File: config.mk
export PLATFORM = sky130hd
export DESIGN_NAME = touch_slider_spi_command_set
export DESIGN_NICKNAME = d
export VERILOG_FILES = /design/src/touch_slider_pkg.sv /design/src/touch_slider_spi_command_set.sv /design/src/spi_byte_shifter.sv
export SDC_FILE = /design/constraint.sdc
export NUM_CORES = 1
export LEC_CHECK = 0
export BUFFER_PORTS_ARGS = -buffer_cell sky130_fd_sc_hd__buf_4
export CORE_MARGIN = 3
export CORE_UTILIZATION = 38
export CTS_CLUSTER_DIAMETER = 50
export DETAILED_ROUTE_END_ITERATION = 12
export MAX_ROUTING_LAYER = met4
export SKIP_CTS_REPAIR_TIMING = 1
export SLEW_MARGIN = 0
export SYNTH_ARGS = -nofsm -noshare
export SYNTH_HDL_FRONTEND = slang
export SYNTH_SLANG_ARGS = --single-unit
File: constraint.sdc
create_clock -name clk_sys -period 3.98 [get_ports clk_sys]
set_clock_uncertainty 0.15 [all_clocks]
set_input_delay 0.398 -clock clk_sys [delete_from_list [all_inputs] [get_ports clk_sys]]
set_output_delay 0.398 -clock clk_sys [all_outputs]
set_load 0.05 [all_outputs]
File: src/touch_slider_pkg.sv
package touch_slider_pkg;

    localparam int SIG_W = 12;

    localparam logic [7:0] CMD_NULL      = 8'h00;
    localparam logic [7:0] CMD_CALIBRATE = 8'h01;
    localparam logic [7:0] CMD_DRIFT     = 8'h03;
    localparam logic [7:0] CMD_STATUS    = 8'h04;
    localparam logic [1:0] CMD_THR_TAG   = 2'h2;

    localparam int         TOUCH_BIT     = 7;
    localparam int         TYPE_BIT      = 6;
    localparam int         CAL_ERR_BIT   = 1;
    localparam logic       SENSOR_WHEEL  = 1'h0;

    localparam logic [5:0] THR_DEFAULT   = 6'h0a;
    localparam int         THR_SCALE_SH  = 2;
    localparam int         HYST_SH       = 3;

    localparam logic [3:0] CAL_BURSTS    = 4'ha;
    localparam logic [3:0] DRIFT_CMDS    = 4'ha;
    localparam logic [3:0] FREE_DRIFT    = 4'h6;

    localparam int CLK_PERIOD_NS      = 10;
    localparam int FREE_RUN_PERIOD_NS = 58_800_000;
    localparam int FREE_RUN_CYCLES    = FREE_RUN_PERIOD_NS / CLK_PERIOD_NS;

    typedef enum logic [2:0] {
        ST_READY = 3'b001,
        ST_BURST = 3'b010,
        ST_CAL   = 3'b100
    } ctrl_state_e;

    typedef struct packed {
        logic       byte_done;
        logic       ss_rise;
        logic       ss_high;
        logic [7:0] rx_byte;
    } link_evt_s;

endpackage

File: src/touch_slider_spi_command_set.sv
`timescale 1ns/1ps
// Function
// - After reset the device enters a full calibration but raises no burst_start for its first burst
// - No link traffic is taken while calibrating; calibrate answers standard byte
// - Command 0x03 gives one drift step request; standard byte follows
// - Ten drift requests move the reference by one count toward signal
// - Drift requests are dropped entirely while touch is detected
// - With select held high, free-running bursts use fixed drift setting six
// - Command 0x04 makes the next shift return the status byte
// - Status: touch bit 7, zero bit 6, bit 1 calibration error
// - Command 10xxxxxx loads its low six bits as threshold operand
// - Threshold operand is multiplied by four before compare
// - Touch release uses hysteresis of one eighth of scaled threshold
// - Crossing threshold sets response touch bit and touch detect pin
// - Threshold operand resets to ten
// - Select rising after a command starts a new acquisition burst
// - Touched standard byte carries bit 7 set and previous position
// - Data changes on falling clock edge and is sampled on rising
module touch_slider_spi_command_set #(
    parameter int FREE_RUN_CYCLES = touch_slider_pkg::FREE_RUN_CYCLES
) (
    input  wire logic                              clk_sys,
    input  wire logic                              reset_n,
    input  wire logic                              spi_clk,
    input  wire logic                              slave_select_n,
    input  wire logic                              mosi,
    input  wire logic                              acq_valid,
    input  wire logic [touch_slider_pkg::SIG_W-1:0] acq_signal,
    input  wire logic [6:0]                        acq_position,
    output logic                                   miso,
    output logic                                   data_ready_line,
    output logic                                   touch_detect,
    output logic                                   burst_start,
    output logic [touch_slider_pkg::SIG_W-1:0]     reference_level,
    output logic [5:0]                             threshold_operand,
    output logic                                   cal_error
);
    localparam int SW = touch_slider_pkg::SIG_W;

    touch_slider_pkg::ctrl_state_e state;
    touch_slider_pkg::ctrl_state_e next_state;
    touch_slider_pkg::link_evt_s   evt;
    logic [31:0]   free_cnt;
    logic [31:0]   next_free_cnt;
    logic [3:0]    cal_cnt;
    logic [3:0]    next_cal_cnt;
    logic [3:0]    drift_cnt;
    logic [3:0]    next_drift_cnt;
    logic [3:0]    free_drift_cnt;
    logic [3:0]    next_free_drift_cnt;
    logic          free_burst;
    logic          next_free_burst;
    logic          cmd_seen;
    logic          next_cmd_seen;
    logic          cal_req;
    logic          next_cal_req;
    logic          status_pend;
    logic          next_status_pend;
    logic [6:0]    position;
    logic [6:0]    next_position;
    logic [SW-1:0] next_reference_level;
    logic [5:0]    next_threshold_operand;
    logic          next_cal_error;
    logic          next_touch_detect;
    logic          next_burst_start;
    logic [7:0]    tx_byte;
    logic [SW:0]   delta;
    logic [SW:0]   thr_on;
    logic [SW:0]   thr_off;
    logic          step_drift;

    spi_byte_shifter link (
        .clk_sys        (clk_sys),
        .reset_n        (reset_n),
        .spi_clk        (spi_clk),
        .slave_select_n (slave_select_n),
        .mosi           (mosi),
        .enable         (state == touch_slider_pkg::ST_READY),
        .tx_byte        (tx_byte),
        .miso           (miso),
        .evt            (evt)
    );

    // Status byte only on the shift after 0x04; otherwise standard byte
    always_comb begin
        if (status_pend) begin
            tx_byte = 8'h00;
            tx_byte[touch_slider_pkg::TOUCH_BIT]   = touch_detect;
            tx_byte[touch_slider_pkg::TYPE_BIT]    = touch_slider_pkg::SENSOR_WHEEL;
            tx_byte[touch_slider_pkg::CAL_ERR_BIT] = cal_error;
        end else if (touch_detect) begin
            tx_byte = {1'b1, position};
        end else begin
            tx_byte = 8'h00;
        end
    end

    // Signal above reference; thresholds in the same signed width
    always_comb begin
        delta   = {1'b0, acq_signal} - {1'b0, reference_level};
        thr_on  = (SW+1)'({threshold_operand, 2'b00});
        thr_off = thr_on - (thr_on >> touch_slider_pkg::HYST_SH);
    end

    always_comb begin
        next_state             = state;
        next_free_cnt          = free_cnt;
        next_cal_cnt           = cal_cnt;
        next_drift_cnt         = drift_cnt;
        next_free_drift_cnt    = free_drift_cnt;
        next_free_burst        = free_burst;
        next_cmd_seen          = cmd_seen;
        next_cal_req           = cal_req;
        next_status_pend       = status_pend;
        next_position          = position;
        next_reference_level   = reference_level;
        next_threshold_operand = threshold_operand;
        next_cal_error         = cal_error;
        next_touch_detect      = touch_detect;
        next_burst_start       = 1'b0;
        step_drift             = 1'b0;

        if (evt.byte_done) begin
            next_cmd_seen    = 1'b1;
            next_status_pend = (evt.rx_byte == touch_slider_pkg::CMD_STATUS);
            if (evt.rx_byte == touch_slider_pkg::CMD_CALIBRATE) begin
                next_cal_req = 1'b1;
            end else if (evt.rx_byte == touch_slider_pkg::CMD_DRIFT && !touch_detect) begin
                if (drift_cnt == touch_slider_pkg::DRIFT_CMDS - 4'h1) begin
                    next_drift_cnt = 4'h0;
                    step_drift     = 1'b1;
                end else begin
                    next_drift_cnt = drift_cnt + 4'h1;
                end
            end else if (evt.rx_byte[7:6] == touch_slider_pkg::CMD_THR_TAG) begin
                next_threshold_operand = evt.rx_byte[5:0];
            end
            // Any other code falls through as a null command
        end

        // Free-run timer restarts on every select edge so it never races the host
        if (!evt.ss_high || evt.ss_rise || state != touch_slider_pkg::ST_READY) begin
            next_free_cnt = 32'h0;
        end else begin
            next_free_cnt = free_cnt + 32'h1;
        end

        case (state)
            touch_slider_pkg::ST_READY: begin
                if (evt.ss_rise && (cmd_seen ? cal_req : 1'b0)) begin
                    next_state     = touch_slider_pkg::ST_CAL;
                    next_cal_cnt   = 4'h0;
                    next_cal_error = 1'b0;
                    next_cal_req   = 1'b0;
                    next_cmd_seen  = 1'b0;
                    next_burst_start = 1'b1;
                end else if (evt.ss_rise) begin
                    next_state       = touch_slider_pkg::ST_BURST;
                    next_free_burst  = 1'b0;
                    next_cmd_seen    = 1'b0;
                    next_burst_start = 1'b1;
                end else if (free_cnt == FREE_RUN_CYCLES - 1) begin
                    next_state       = touch_slider_pkg::ST_BURST;
                    next_free_burst  = 1'b1;
                    next_burst_start = 1'b1;
                end
            end
            touch_slider_pkg::ST_BURST: begin
                if (acq_valid) begin
                    next_state    = touch_slider_pkg::ST_READY;
                    next_position = acq_position;
                    if ($signed(delta) >= $signed(thr_on)) begin
                        next_touch_detect = 1'b1;
                    end else if ($signed(delta) < $signed(thr_off)) begin
                        next_touch_detect = 1'b0;
                    end
                    // Signal well below reference means a finger sat on it at calibration
                    if ($signed(delta) <= -$signed(thr_on)) begin
                        next_cal_error = 1'b1;
                    end
                    if (free_burst && !touch_detect) begin
                        if (free_drift_cnt == touch_slider_pkg::FREE_DRIFT - 4'h1) begin
                            next_free_drift_cnt = 4'h0;
                            step_drift          = 1'b1;
                        end else begin
                            next_free_drift_cnt = free_drift_cnt + 4'h1;
                        end
                    end
                end
            end
            touch_slider_pkg::ST_CAL: begin
                if (acq_valid) begin
                    next_reference_level = acq_signal;
                    next_touch_detect    = 1'b0;
                    if (cal_cnt == touch_slider_pkg::CAL_BURSTS - 4'h1) begin
                        next_state = touch_slider_pkg::ST_READY;
                    end else begin
                        next_cal_cnt     = cal_cnt + 4'h1;
                        next_burst_start = 1'b1;
                    end
                end
            end
            default: begin
                next_state = touch_slider_pkg::ST_READY;
            end
        endcase

        // One count toward the live signal
        if (step_drift) begin
            if (acq_signal > reference_level) begin
                next_reference_level = reference_level + SW'(1);
            end else if (acq_signal < reference_level) begin
                next_reference_level = reference_level - SW'(1);
            end
        end
    end

    always_ff @(posedge clk_sys) begin
        if (!reset_n) begin
            state             <= touch_slider_pkg::ST_CAL;
            free_cnt          <= 32'h0;
            cal_cnt           <= 4'h0;
            drift_cnt         <= 4'h0;
            free_drift_cnt    <= 4'h0;
            free_burst        <= 1'b0;
            cmd_seen          <= 1'b0;
            cal_req           <= 1'b0;
            status_pend       <= 1'b0;
            position          <= 7'h00;
            reference_level   <= '0;
            threshold_operand <= touch_slider_pkg::THR_DEFAULT;
            cal_error         <= 1'b0;
            touch_detect      <= 1'b0;
            burst_start       <= 1'b0;
            data_ready_line   <= 1'b0;
        end else begin
            state             <= next_state;
            free_cnt          <= next_free_cnt;
            cal_cnt           <= next_cal_cnt;
            drift_cnt         <= next_drift_cnt;
            free_drift_cnt    <= next_free_drift_cnt;
            free_burst        <= next_free_burst;
            cmd_seen          <= next_cmd_seen;
            cal_req           <= next_cal_req;
            status_pend       <= next_status_pend;
            position          <= next_position;
            reference_level   <= next_reference_level;
            threshold_operand <= next_threshold_operand;
            cal_error         <= next_cal_error;
            touch_detect      <= next_touch_detect;
            burst_start       <= next_burst_start;
            data_ready_line   <= (next_state == touch_slider_pkg::ST_READY);
        end
    end

    ready_busy_a: assert property (@(posedge clk_sys) disable iff (!reset_n)
        data_ready_line == (state == touch_slider_pkg::ST_READY))
        else $error("data ready does not track idle state");
    burst_on_rise_a: assert property (@(posedge clk_sys) disable iff (!reset_n)
        (evt.ss_rise && state == touch_slider_pkg::ST_READY) |=> burst_start)
        else $error("select rise did not start a burst");
    thr_load_a: assert property (@(posedge clk_sys) disable iff (!reset_n)
        (evt.byte_done && evt.rx_byte[7:6] == 2'h2) |=> threshold_operand == $past(evt.rx_byte[5:0]))
        else $error("threshold operand not loaded");
    drift_touch_a: assert property (@(posedge clk_sys) disable iff (!reset_n)
        (evt.byte_done && evt.rx_byte == 8'h03 && touch_detect) |=> $stable(drift_cnt))
        else $error("drift counted while touched");
    drift_step_a: assert property (@(posedge clk_sys) disable iff (!reset_n)
        ($past(state) != touch_slider_pkg::ST_CAL && reference_level != $past(reference_level))
        |-> $past(drift_cnt) == 4'h9 || $past(free_drift_cnt) == 4'h5)
        else $error("reference moved without ten drift requests");
    status_byte_a: assert property (@(posedge clk_sys) disable iff (!reset_n)
        status_pend |-> tx_byte == {touch_detect, 5'h00, cal_error, 1'b0})
        else $error("status byte layout wrong");
    status_sel_a: assert property (@(posedge clk_sys) disable iff (!reset_n)
        (evt.byte_done && evt.rx_byte == 8'h04) |=> status_pend)
        else $error("status not armed after 0x04");
    touch_enter_a: assert property (@(posedge clk_sys) disable iff (!reset_n)
        (state == touch_slider_pkg::ST_BURST && acq_valid
         && $signed(delta) >= $signed({5'h00, threshold_operand, 2'b00})) |=> touch_detect)
        else $error("touch not flagged above scaled threshold");
    std_resp_a: assert property (@(posedge clk_sys) disable iff (!reset_n)
        (!status_pend && touch_detect) |-> tx_byte == {1'b1, position})
        else $error("standard response lacks position");

endmodule

File: src/spi_byte_shifter.sv
`timescale 1ns/1ps
module spi_byte_shifter (
    input  wire logic                          clk_sys,
    input  wire logic                          reset_n,
    input  wire logic                          spi_clk,
    input  wire logic                          slave_select_n,
    input  wire logic                          mosi,
    input  wire logic                          enable,
    input  wire logic [7:0]                    tx_byte,
    output logic                               miso,
    output touch_slider_pkg::link_evt_s        evt
);
    logic [2:0] sck_s;
    logic [2:0] ss_s;
    logic [1:0] mosi_s;
    logic [7:0] rx_sh;
    logic [7:0] tx_sh;
    logic [3:0] bit_cnt;
    logic [7:0] next_rx_sh;
    logic [7:0] next_tx_sh;
    logic [3:0] next_bit_cnt;
    logic       next_miso;
    touch_slider_pkg::link_evt_s next_evt;

    // Stage 0 feeds only stage 1; edges are found between stages 1 and 2
    always_ff @(posedge clk_sys) begin
        if (!reset_n) begin
            sck_s  <= 3'h0;
            ss_s   <= 3'h7;
            mosi_s <= 2'h0;
        end else begin
            sck_s  <= {sck_s[1:0], spi_clk};
            ss_s   <= {ss_s[1:0], slave_select_n};
            mosi_s <= {mosi_s[0], mosi};
        end
    end

    always_comb begin
        next_rx_sh        = rx_sh;
        next_tx_sh        = tx_sh;
        next_bit_cnt      = bit_cnt;
        next_miso         = miso;
        next_evt          = evt;
        next_evt.byte_done = 1'b0;
        next_evt.ss_rise  = ss_s[1] & ~ss_s[2];
        next_evt.ss_high  = ss_s[1];
        if (ss_s[2] & ~ss_s[1]) begin
            next_tx_sh   = tx_byte;
            next_miso    = tx_byte[7];
            next_bit_cnt = 4'h0;
        end else if (!ss_s[1] && enable && bit_cnt < 4'h8) begin
            if (sck_s[1] & ~sck_s[2]) begin
                next_rx_sh   = {rx_sh[6:0], mosi_s[1]};
                next_bit_cnt = bit_cnt + 4'h1;
                if (bit_cnt == 4'h7) begin
                    next_evt.byte_done = 1'b1;
                    next_evt.rx_byte   = {rx_sh[6:0], mosi_s[1]};
                end
            end else if ((sck_s[2] & ~sck_s[1]) && bit_cnt != 4'h0) begin
                next_tx_sh = {tx_sh[6:0], 1'b0};
                next_miso  = tx_sh[6];
            end
        end
    end

    always_ff @(posedge clk_sys) begin
        if (!reset_n) begin
            rx_sh   <= 8'h00;
            tx_sh   <= 8'h00;
            bit_cnt <= 4'h0;
            miso    <= 1'b0;
            evt     <= '{byte_done: 1'b0, ss_rise: 1'b0, ss_high: 1'b1, rx_byte: 8'h00};
        end else begin
            rx_sh   <= next_rx_sh;
            tx_sh   <= next_tx_sh;
            bit_cnt <= next_bit_cnt;
            miso    <= next_miso;
            evt     <= next_evt;
        end
    end

    byte_pulse_a: assert property (@(posedge clk_sys) disable iff (!reset_n)
        evt.byte_done |-> $past(bit_cnt) == 4'h7)
        else $error("byte completed without eight rising clocks");

endmodule

==> results.yml, run 1 <==
outcome:
  outcome: "completed"
pwr:
  ir_worst_vdd_mv: 0.303
  intPower_mw: 2.38
  pwr-share-seq: 0.365
  power.total_mw: 3.30
  p_sw_frac: 0.279
  pwr-share-clk: 0.492
  p_comb_frac: 0.144
  power_density_nw_per_um2: 402
  leakage_nw: 3.20
  p_sw_mw: 0.919
worst_setup_path:
  crit_buf_inv: 2
  setup.worst_path.end_class: "register"
  worstSetupPathType: "register to register"
  startpoint_type: "register"
  max_stage_delay_ns: 0.38
  crit_chain: "inv_1 -> ha_1 -> a21o_1 -> a21oi_2 -> nand2_1 -> a21o_1 -> a21oi_1 -> xnor2_1 -> ha_1 -> nand2_1 -> a21oi_1 -> a221o_1 -> inv_1 -> o21ai_0 -> a21boi_0 -> o21ai_0 -> a31oi_1"
  cp_data_arrival_time_ns: 3.78
  crit_path_top_delay_cell: "dfxtp_2"
  required_ns: 4.18
  cp_max_fo: 6
  crit_family: "compound AO/OA/AOI/OAI gates"
timing:
  tightest_slew_ns: 0.766
  slew_headroom: 0.489
  setup_violations: 0
  rsz0062_at_grt: "false"
  drv_slew: 0
  fin_crit_sh: 0.898
  fin_setup_tns_ns: 0
  hold_viol: 0
  fmax_mhz: 280
  finalCriticalPeriod_ns: 3.57
finish:
  mostFrequentLayoutCell: "dfxtp_1"
  regArea_um2: 2340
  filler_cell_count: 1772
  final_nets: 971
  drive_above_1_share: 0.127
  area_growth_pct: 16.5
  multiInputGateArea_um2: 4330
  fin_cells: 1141
  layout_common_cells: "116 x dfxtp_1, 75 x nor2_1, 74 x nand2_1"
  diodes: 0
  finish.utilization: 0.454
route:
  finalWirelength_mm: 16.9
  initialDrtViolationCount: 503
  vias_per_cell: 5.31
  drt-met1-wl_mm: 8.23
  wl_per_cell_um: 14.8
  topRoutingLayerUsed: "met4"
  first_pass_iters: 5
  wl_met3_um: 804
  drc: 0
  vias: 6056
  ant_nets: 0
  met2_length_mm: 7.47
global_route:
  globalRouteTotalUtil: 0.178
  globalRouteOverflowTotal: 0
  grt_max_degree: 49
  grt_pass1_vias: 5692
  grt_pass1_wl_mm: 28.5
  antenna_found_initial: 0
hold_path:
  hold_class: "input port to register"
logic_synthesis:
  synth_top_area_frac: 0.332
  ys_ff_latch: 117
  ys.flop_type: "dfxtp_1"
  avgSynthCellArea_um2: 8.23
  yosysUniqueCellTypes: 81
  yosys.area.top_type: "dfxtp_1"
  synth_edf_count: 0
  synthTopCellsByArea: "dfxtp_1 33%, ha_1 8.2%, nor2_1 4.0%"
  yosysSeqAreaShare: 0.332
  syn_nets: 928
  synthArstFlopShare: 0
  mappedNetlistArea_um2: 7050
  synth-warning-count: 0
  netlist_instances: 856
floorplan:
  initial_core_util: 0.390
  placementRows: 49
  dieArea_um2: 20200
  io_pins: 48
  die_w_um: 142
  coreArea_um2: 18100
  die-height_um: 142
clocking:
  cts_tree: "done"
  htree_levels: 4
  clk_pin_slew_worst_paths_ns: 0.06
  clk_path_buf_depth: 2
  cts_root_buf: "clkbuf_16"
  clk_latency_ns: 0.42
  clock_sinks: 117
  cts_buffers: 17
placed_design:
  gp_congestion: 0.922
  placed_cells_incl_taps: 1109
  dp_hpwl_mm: 12.2
  io_buffers: 47
job:
  drv_cap: 0
-- sequential cells by signal, indices dropped and copies added, names as in the netlist, 2 cells and up --
name / cells
link.tx_sh: 7
free_cnt: 32
position: 7
link.rx_sh: 7
link.evt: 10
drift_cnt: 4
reference_level: 12
cal_cnt: 4
link.mosi_s: 2
state: 3
threshold_operand: 6
link.ss_s: 3
link.sck_s: 3
link.bit_cnt: 4
free_drift_cnt: 4
-- cell type report --
cell class	count	area share
inverters	56	0.0256
clock buffers	18	0.0523
well taps	229	0.0349
clock inverters	14	0.0230
flip-flops and latches	117	0.285
repair buffers	56	0.0512
multi-input cells	651	0.528
-- stage by stage --
step	hold slack [ns]	setup slack (ns)	cell area [um^2]
final	0.00701	0.407	8210
after global routing	0.00897	0.0720	8210
after CTS	-0.00963	0.313	8200
after detailed placement	0.246	0.334	7580
after global placement	0.248	0.428	7580
after floorplan	0.236	0.240	7050
-- worst paths after layout --
| kind | cells after the start | from | endpoint | slack, ns |
|---|---|---|---|---|
| hold reg to reg | 1 | link.ss_s[0]$_SDFF_PN1_ | link.ss_s[1]$_SDFF_PN1_ | 0.26 |
| setup reg to reg | 17 | reference_level[3]$_SDFF_PN0_ | cal_error$_SDFFE_PN0P_ | 0.41 |
| setup / recovery | 17 | reference_level[3]$_SDFF_PN0_ | cal_error$_SDFFE_PN0P_ | 0.41 |
| hold / removal | 2 | slave_select_n | link.ss_s[0]$_SDFF_PN1_ | 0.007 |
-- cell usage after synthesis (all sizes together) (3+ instances only) --
| cell | count |
|---|---|
| dfxtp | 117 |
| o211a | 4 |
| mux2i | 16 |
| nor2b | 20 |
| a21o | 6 |
| nor3b | 6 |
| a21oi | 47 |
| clkbuf | 21 |
| o2bb2ai | 4 |
| nand2b | 15 |
| inv | 55 |
| xor2 | 28 |
| ha | 46 |
| xnor2 | 26 |
| buf | 11 |
| o221ai | 13 |
| o2111ai | 3 |
| nor4 | 5 |
| nand3b | 4 |
| nand3 | 41 |
| nor2 | 76 |
| or4 | 3 |
| and2 | 17 |
| nor3 | 22 |
| nor4b | 6 |
| or3 | 10 |
| o21a | 4 |
| a211oi | 3 |
| o22ai | 7 |
| nand2 | 77 |
| o21ai | 48 |
| a21boi | 19 |
| and3 | 15 |
| nand4 | 15 |
| o211ai | 6 |
| a31oi | 5 |
-- power groups by stage --
stage	registers (mW)	logic [mW]	clock network, mW
final	1.20	0.474	1.62
after CTS	1.20	0.467	1.66
after global routing	1.20	0.527	1.72
after detailed placement	1.23	0.464	0
after global placement	1.23	0.462	0
after floorplan	1.25	0.320	0
-- worst register-to-register path, stage by stage (launching register included) --
cell	delay [ns]
dfxtp_2	0.38
inv_1	0.13
ha_1	0.38
a21o_1	0.22
a21oi_2	0.20
nand2_1	0.11
a21o_1	0.18
a21oi_1	0.16
xnor2_1	0.21
ha_1	0.31
nand2_1	0.09
a21oi_1	0.05
a221o_1	0.35
inv_1	0.10
o21ai_0	0.08
a21boi_0	0.17
o21ai_0	0.10
a31oi_1	0.15
-- cell families (layout without fill, tap and decap cells) --
logic type | Yosys count | after routing | share of synthesized area
compound gates | 194 | 194 | 0.186
xor+xnor | 54 | 54 | 0.0671
fa+ha+maj | 47 | 47 | 0.0845
buf+inv | 88 | 144 | 0.0540
flops | 117 | 117 | 0.332
mux | 16 | 16 | 0.0227
simple gates | 340 | 340 | 0.253
-- layer usage --
metal	global-route usage	vias up
met2	0.258	175
met5	-	-
met4	0.0657	0
li1	-	3131
met3	0.0423	35
met1	0.240	2715
Power figures use the tool's default switching activity.
==> inputs of run 2 (changes only) <==
Clock period 3.98 ns to 4 ns, I/O delays scaled along.
==> run 2 against run 1 <==
  * First-iteration DRC count grew 0.80%
  * Clock-buffer cell count rose by 1
  * Worst hold slack better by 0.016 ns
  * Sequential share of layout area is essentially flat
  * Routed wire length shrank 0.14%
  * Utilization fell by 0.069 points
  * Final cell count about the same
  * Critical path type unchanged
==> results.yml, run 2 (same netlist as run 1, synthesis figures left out) <==
finish:
  drive_above_1_share: 0.127
  layout_common_cells: "116 x dfxtp_1, 75 x nor2_1, 74 x nand2_1"
  finish.utilization: 0.453
  final_nets: 970
  area_growth_pct: 16.3
  regMostFlops: "free_cnt"
  mostFrequentLayoutCell: "dfxtp_1"
  diodes: 0
  largestRegisters: "free_cnt x32, reference_level x12, link.evt x10"
  largest_reg_flops: 32
  fin_cells: 1140
floorplan:
  die_w_um: 142
  placementRows: 49
  die-height_um: 142
  coreArea_um2: 18100
  dieArea_um2: 20200
  initial_core_util: 0.390
  io_pins: 48
clocking:
  cts_buffers: 17
  cts_root_buf: "clkbuf_16"
  htree_levels: 4
  clk_pin_slew_worst_paths_ns: 0.06
  clk_latency_ns: 0.41
  clk_path_buf_depth: 2
  cts_tree: "done"
  clock_sinks: 117
global_route:
  use_met2: 0.266
  grt_use_met1: 0.229
  grt_pass1_vias: 5697
  globalRouteTotalUtil: 0.174
  grt_use_met3: 0.0370
  grt_pass1_wl_mm: 28.2
  globalRouteOverflowTotal: 0
  grt.busiest_layer: "met2"
  antenna_found_initial: 0
  grt_max_degree: 49
placed_design:
  dp_hpwl_mm: 12.2
  gp_congestion: 0.919
  placed_cells_incl_taps: 1108
  io_buffers: 47
route:
  finalWirelength_mm: 16.8
  first_pass_iters: 5
  drc: 0
  wl_per_cell_um: 14.8
  ant_nets: 0
  vias: 6106
  initialDrtViolationCount: 507
  vias_per_cell: 5.36
timing:
  hold_viol: 0
  rsz0062_at_grt: "false"
  drv_slew: 0
  fmax_mhz: 277
  tightest_slew_ns: 0.763
  finalCriticalPeriod_ns: 3.61
  fin_setup_tns_ns: 0
  slew_headroom: 0.491
  fin_crit_sh: 0.901
  setup_violations: 0
hold_path:
  hold_class: "input port to register"
worst_setup_path:
  required_ns: 4.19
  startpoint_type: "register"
  worstSetupPathType: "register to register"
  setup.worst_path.end_class: "register"
  cp_data_arrival_time_ns: 3.80
  cp_max_fo: 6
pwr:
  power.total_mw: 3.24
  ir_worst_vdd_mv: 0.290
  power_density_nw_per_um2: 395
  leakage_nw: 3.19
job:
  drv_cap: 0
outcome:
  outcome: "completed"
-- run 2: cell count changes in the layout (fill, tap and decap cells not counted), sizes merged --
| cell | change |
|---|---|
| clkinv | +2 |
| buf | -1 |
| clkinvlp | +1 |
| clkbuf | +1 |
| inv | -4 |
-- run 2: area by class of cell --
type                            instances  area (um^2)
Fill cell                            1793         9890
Multi-Input combinational cell        651         4330
Sequential cell                       117         2340
Clock buffer                           19          443
Timing Repair Buffer                   55          413
Tap cell                              229          287
Inverter                               56          210
Clock inverter                         13          170
-- run 2: power by group --
part	total, mW	internal, mW	switching [mW]
clock	1.58	1.00	0.571
combinational	0.469	0.185	0.284
sequential	1.20	1.18	0.0151
total	3.24	2.37	0.871
-- run 2: critical path, cell delays in order (launching register included) --
cell,delay [ns]
dfxtp_1,0.44
inv_2,0.11
ha_1,0.36
a21o_1,0.21
a21oi_2,0.20
nand2_1,0.11
a21o_1,0.18
a21oi_1,0.16
xnor2_1,0.20
ha_1,0.30
nand2_1,0.09
a21oi_1,0.05
a221o_1,0.35
inv_1,0.10
a21oi_1,0.07
o21ai_0,0.19
o21ai_0,0.12
a31oi_1,0.15
-- run 2: final timing paths --
path,startpoint,endpoint,slack [ns],cells after the start
min reg2reg,link.ss_s[0]$_SDFF_PN1_,link.ss_s[1]$_SDFF_PN1_,0.26,1
max,reference_level[3]$_SDFF_PN0_,cal_error$_SDFFE_PN0P_,0.39,17
max reg2reg,reference_level[3]$_SDFF_PN0_,cal_error$_SDFFE_PN0P_,0.39,17
min,slave_select_n,link.ss_s[0]$_SDFF_PN1_,0.02,2
-- run 2: stage by stage --
stage / hold slack (ns) / worst slack, ns / area, um^2
final: 0.0230 / 0.395 / 8200
after global routing: 0.0304 / 0.0260 / 8200
after CTS: 0.00997 / 0.334 / 8190
after detailed placement: 0.244 / 0.352 / 7570
after global placement: 0.245 / 0.447 / 7570
after floorplan: 0.236 / 0.260 / 7050
-- run 2: per-layer routing --
metal / wire (um) / up-vias
met5: 0 / -
met4: 325 / 0
met2: 7580 / 178
met3: 779 / 27
li1: - / 3123
met1: 8150 / 2778
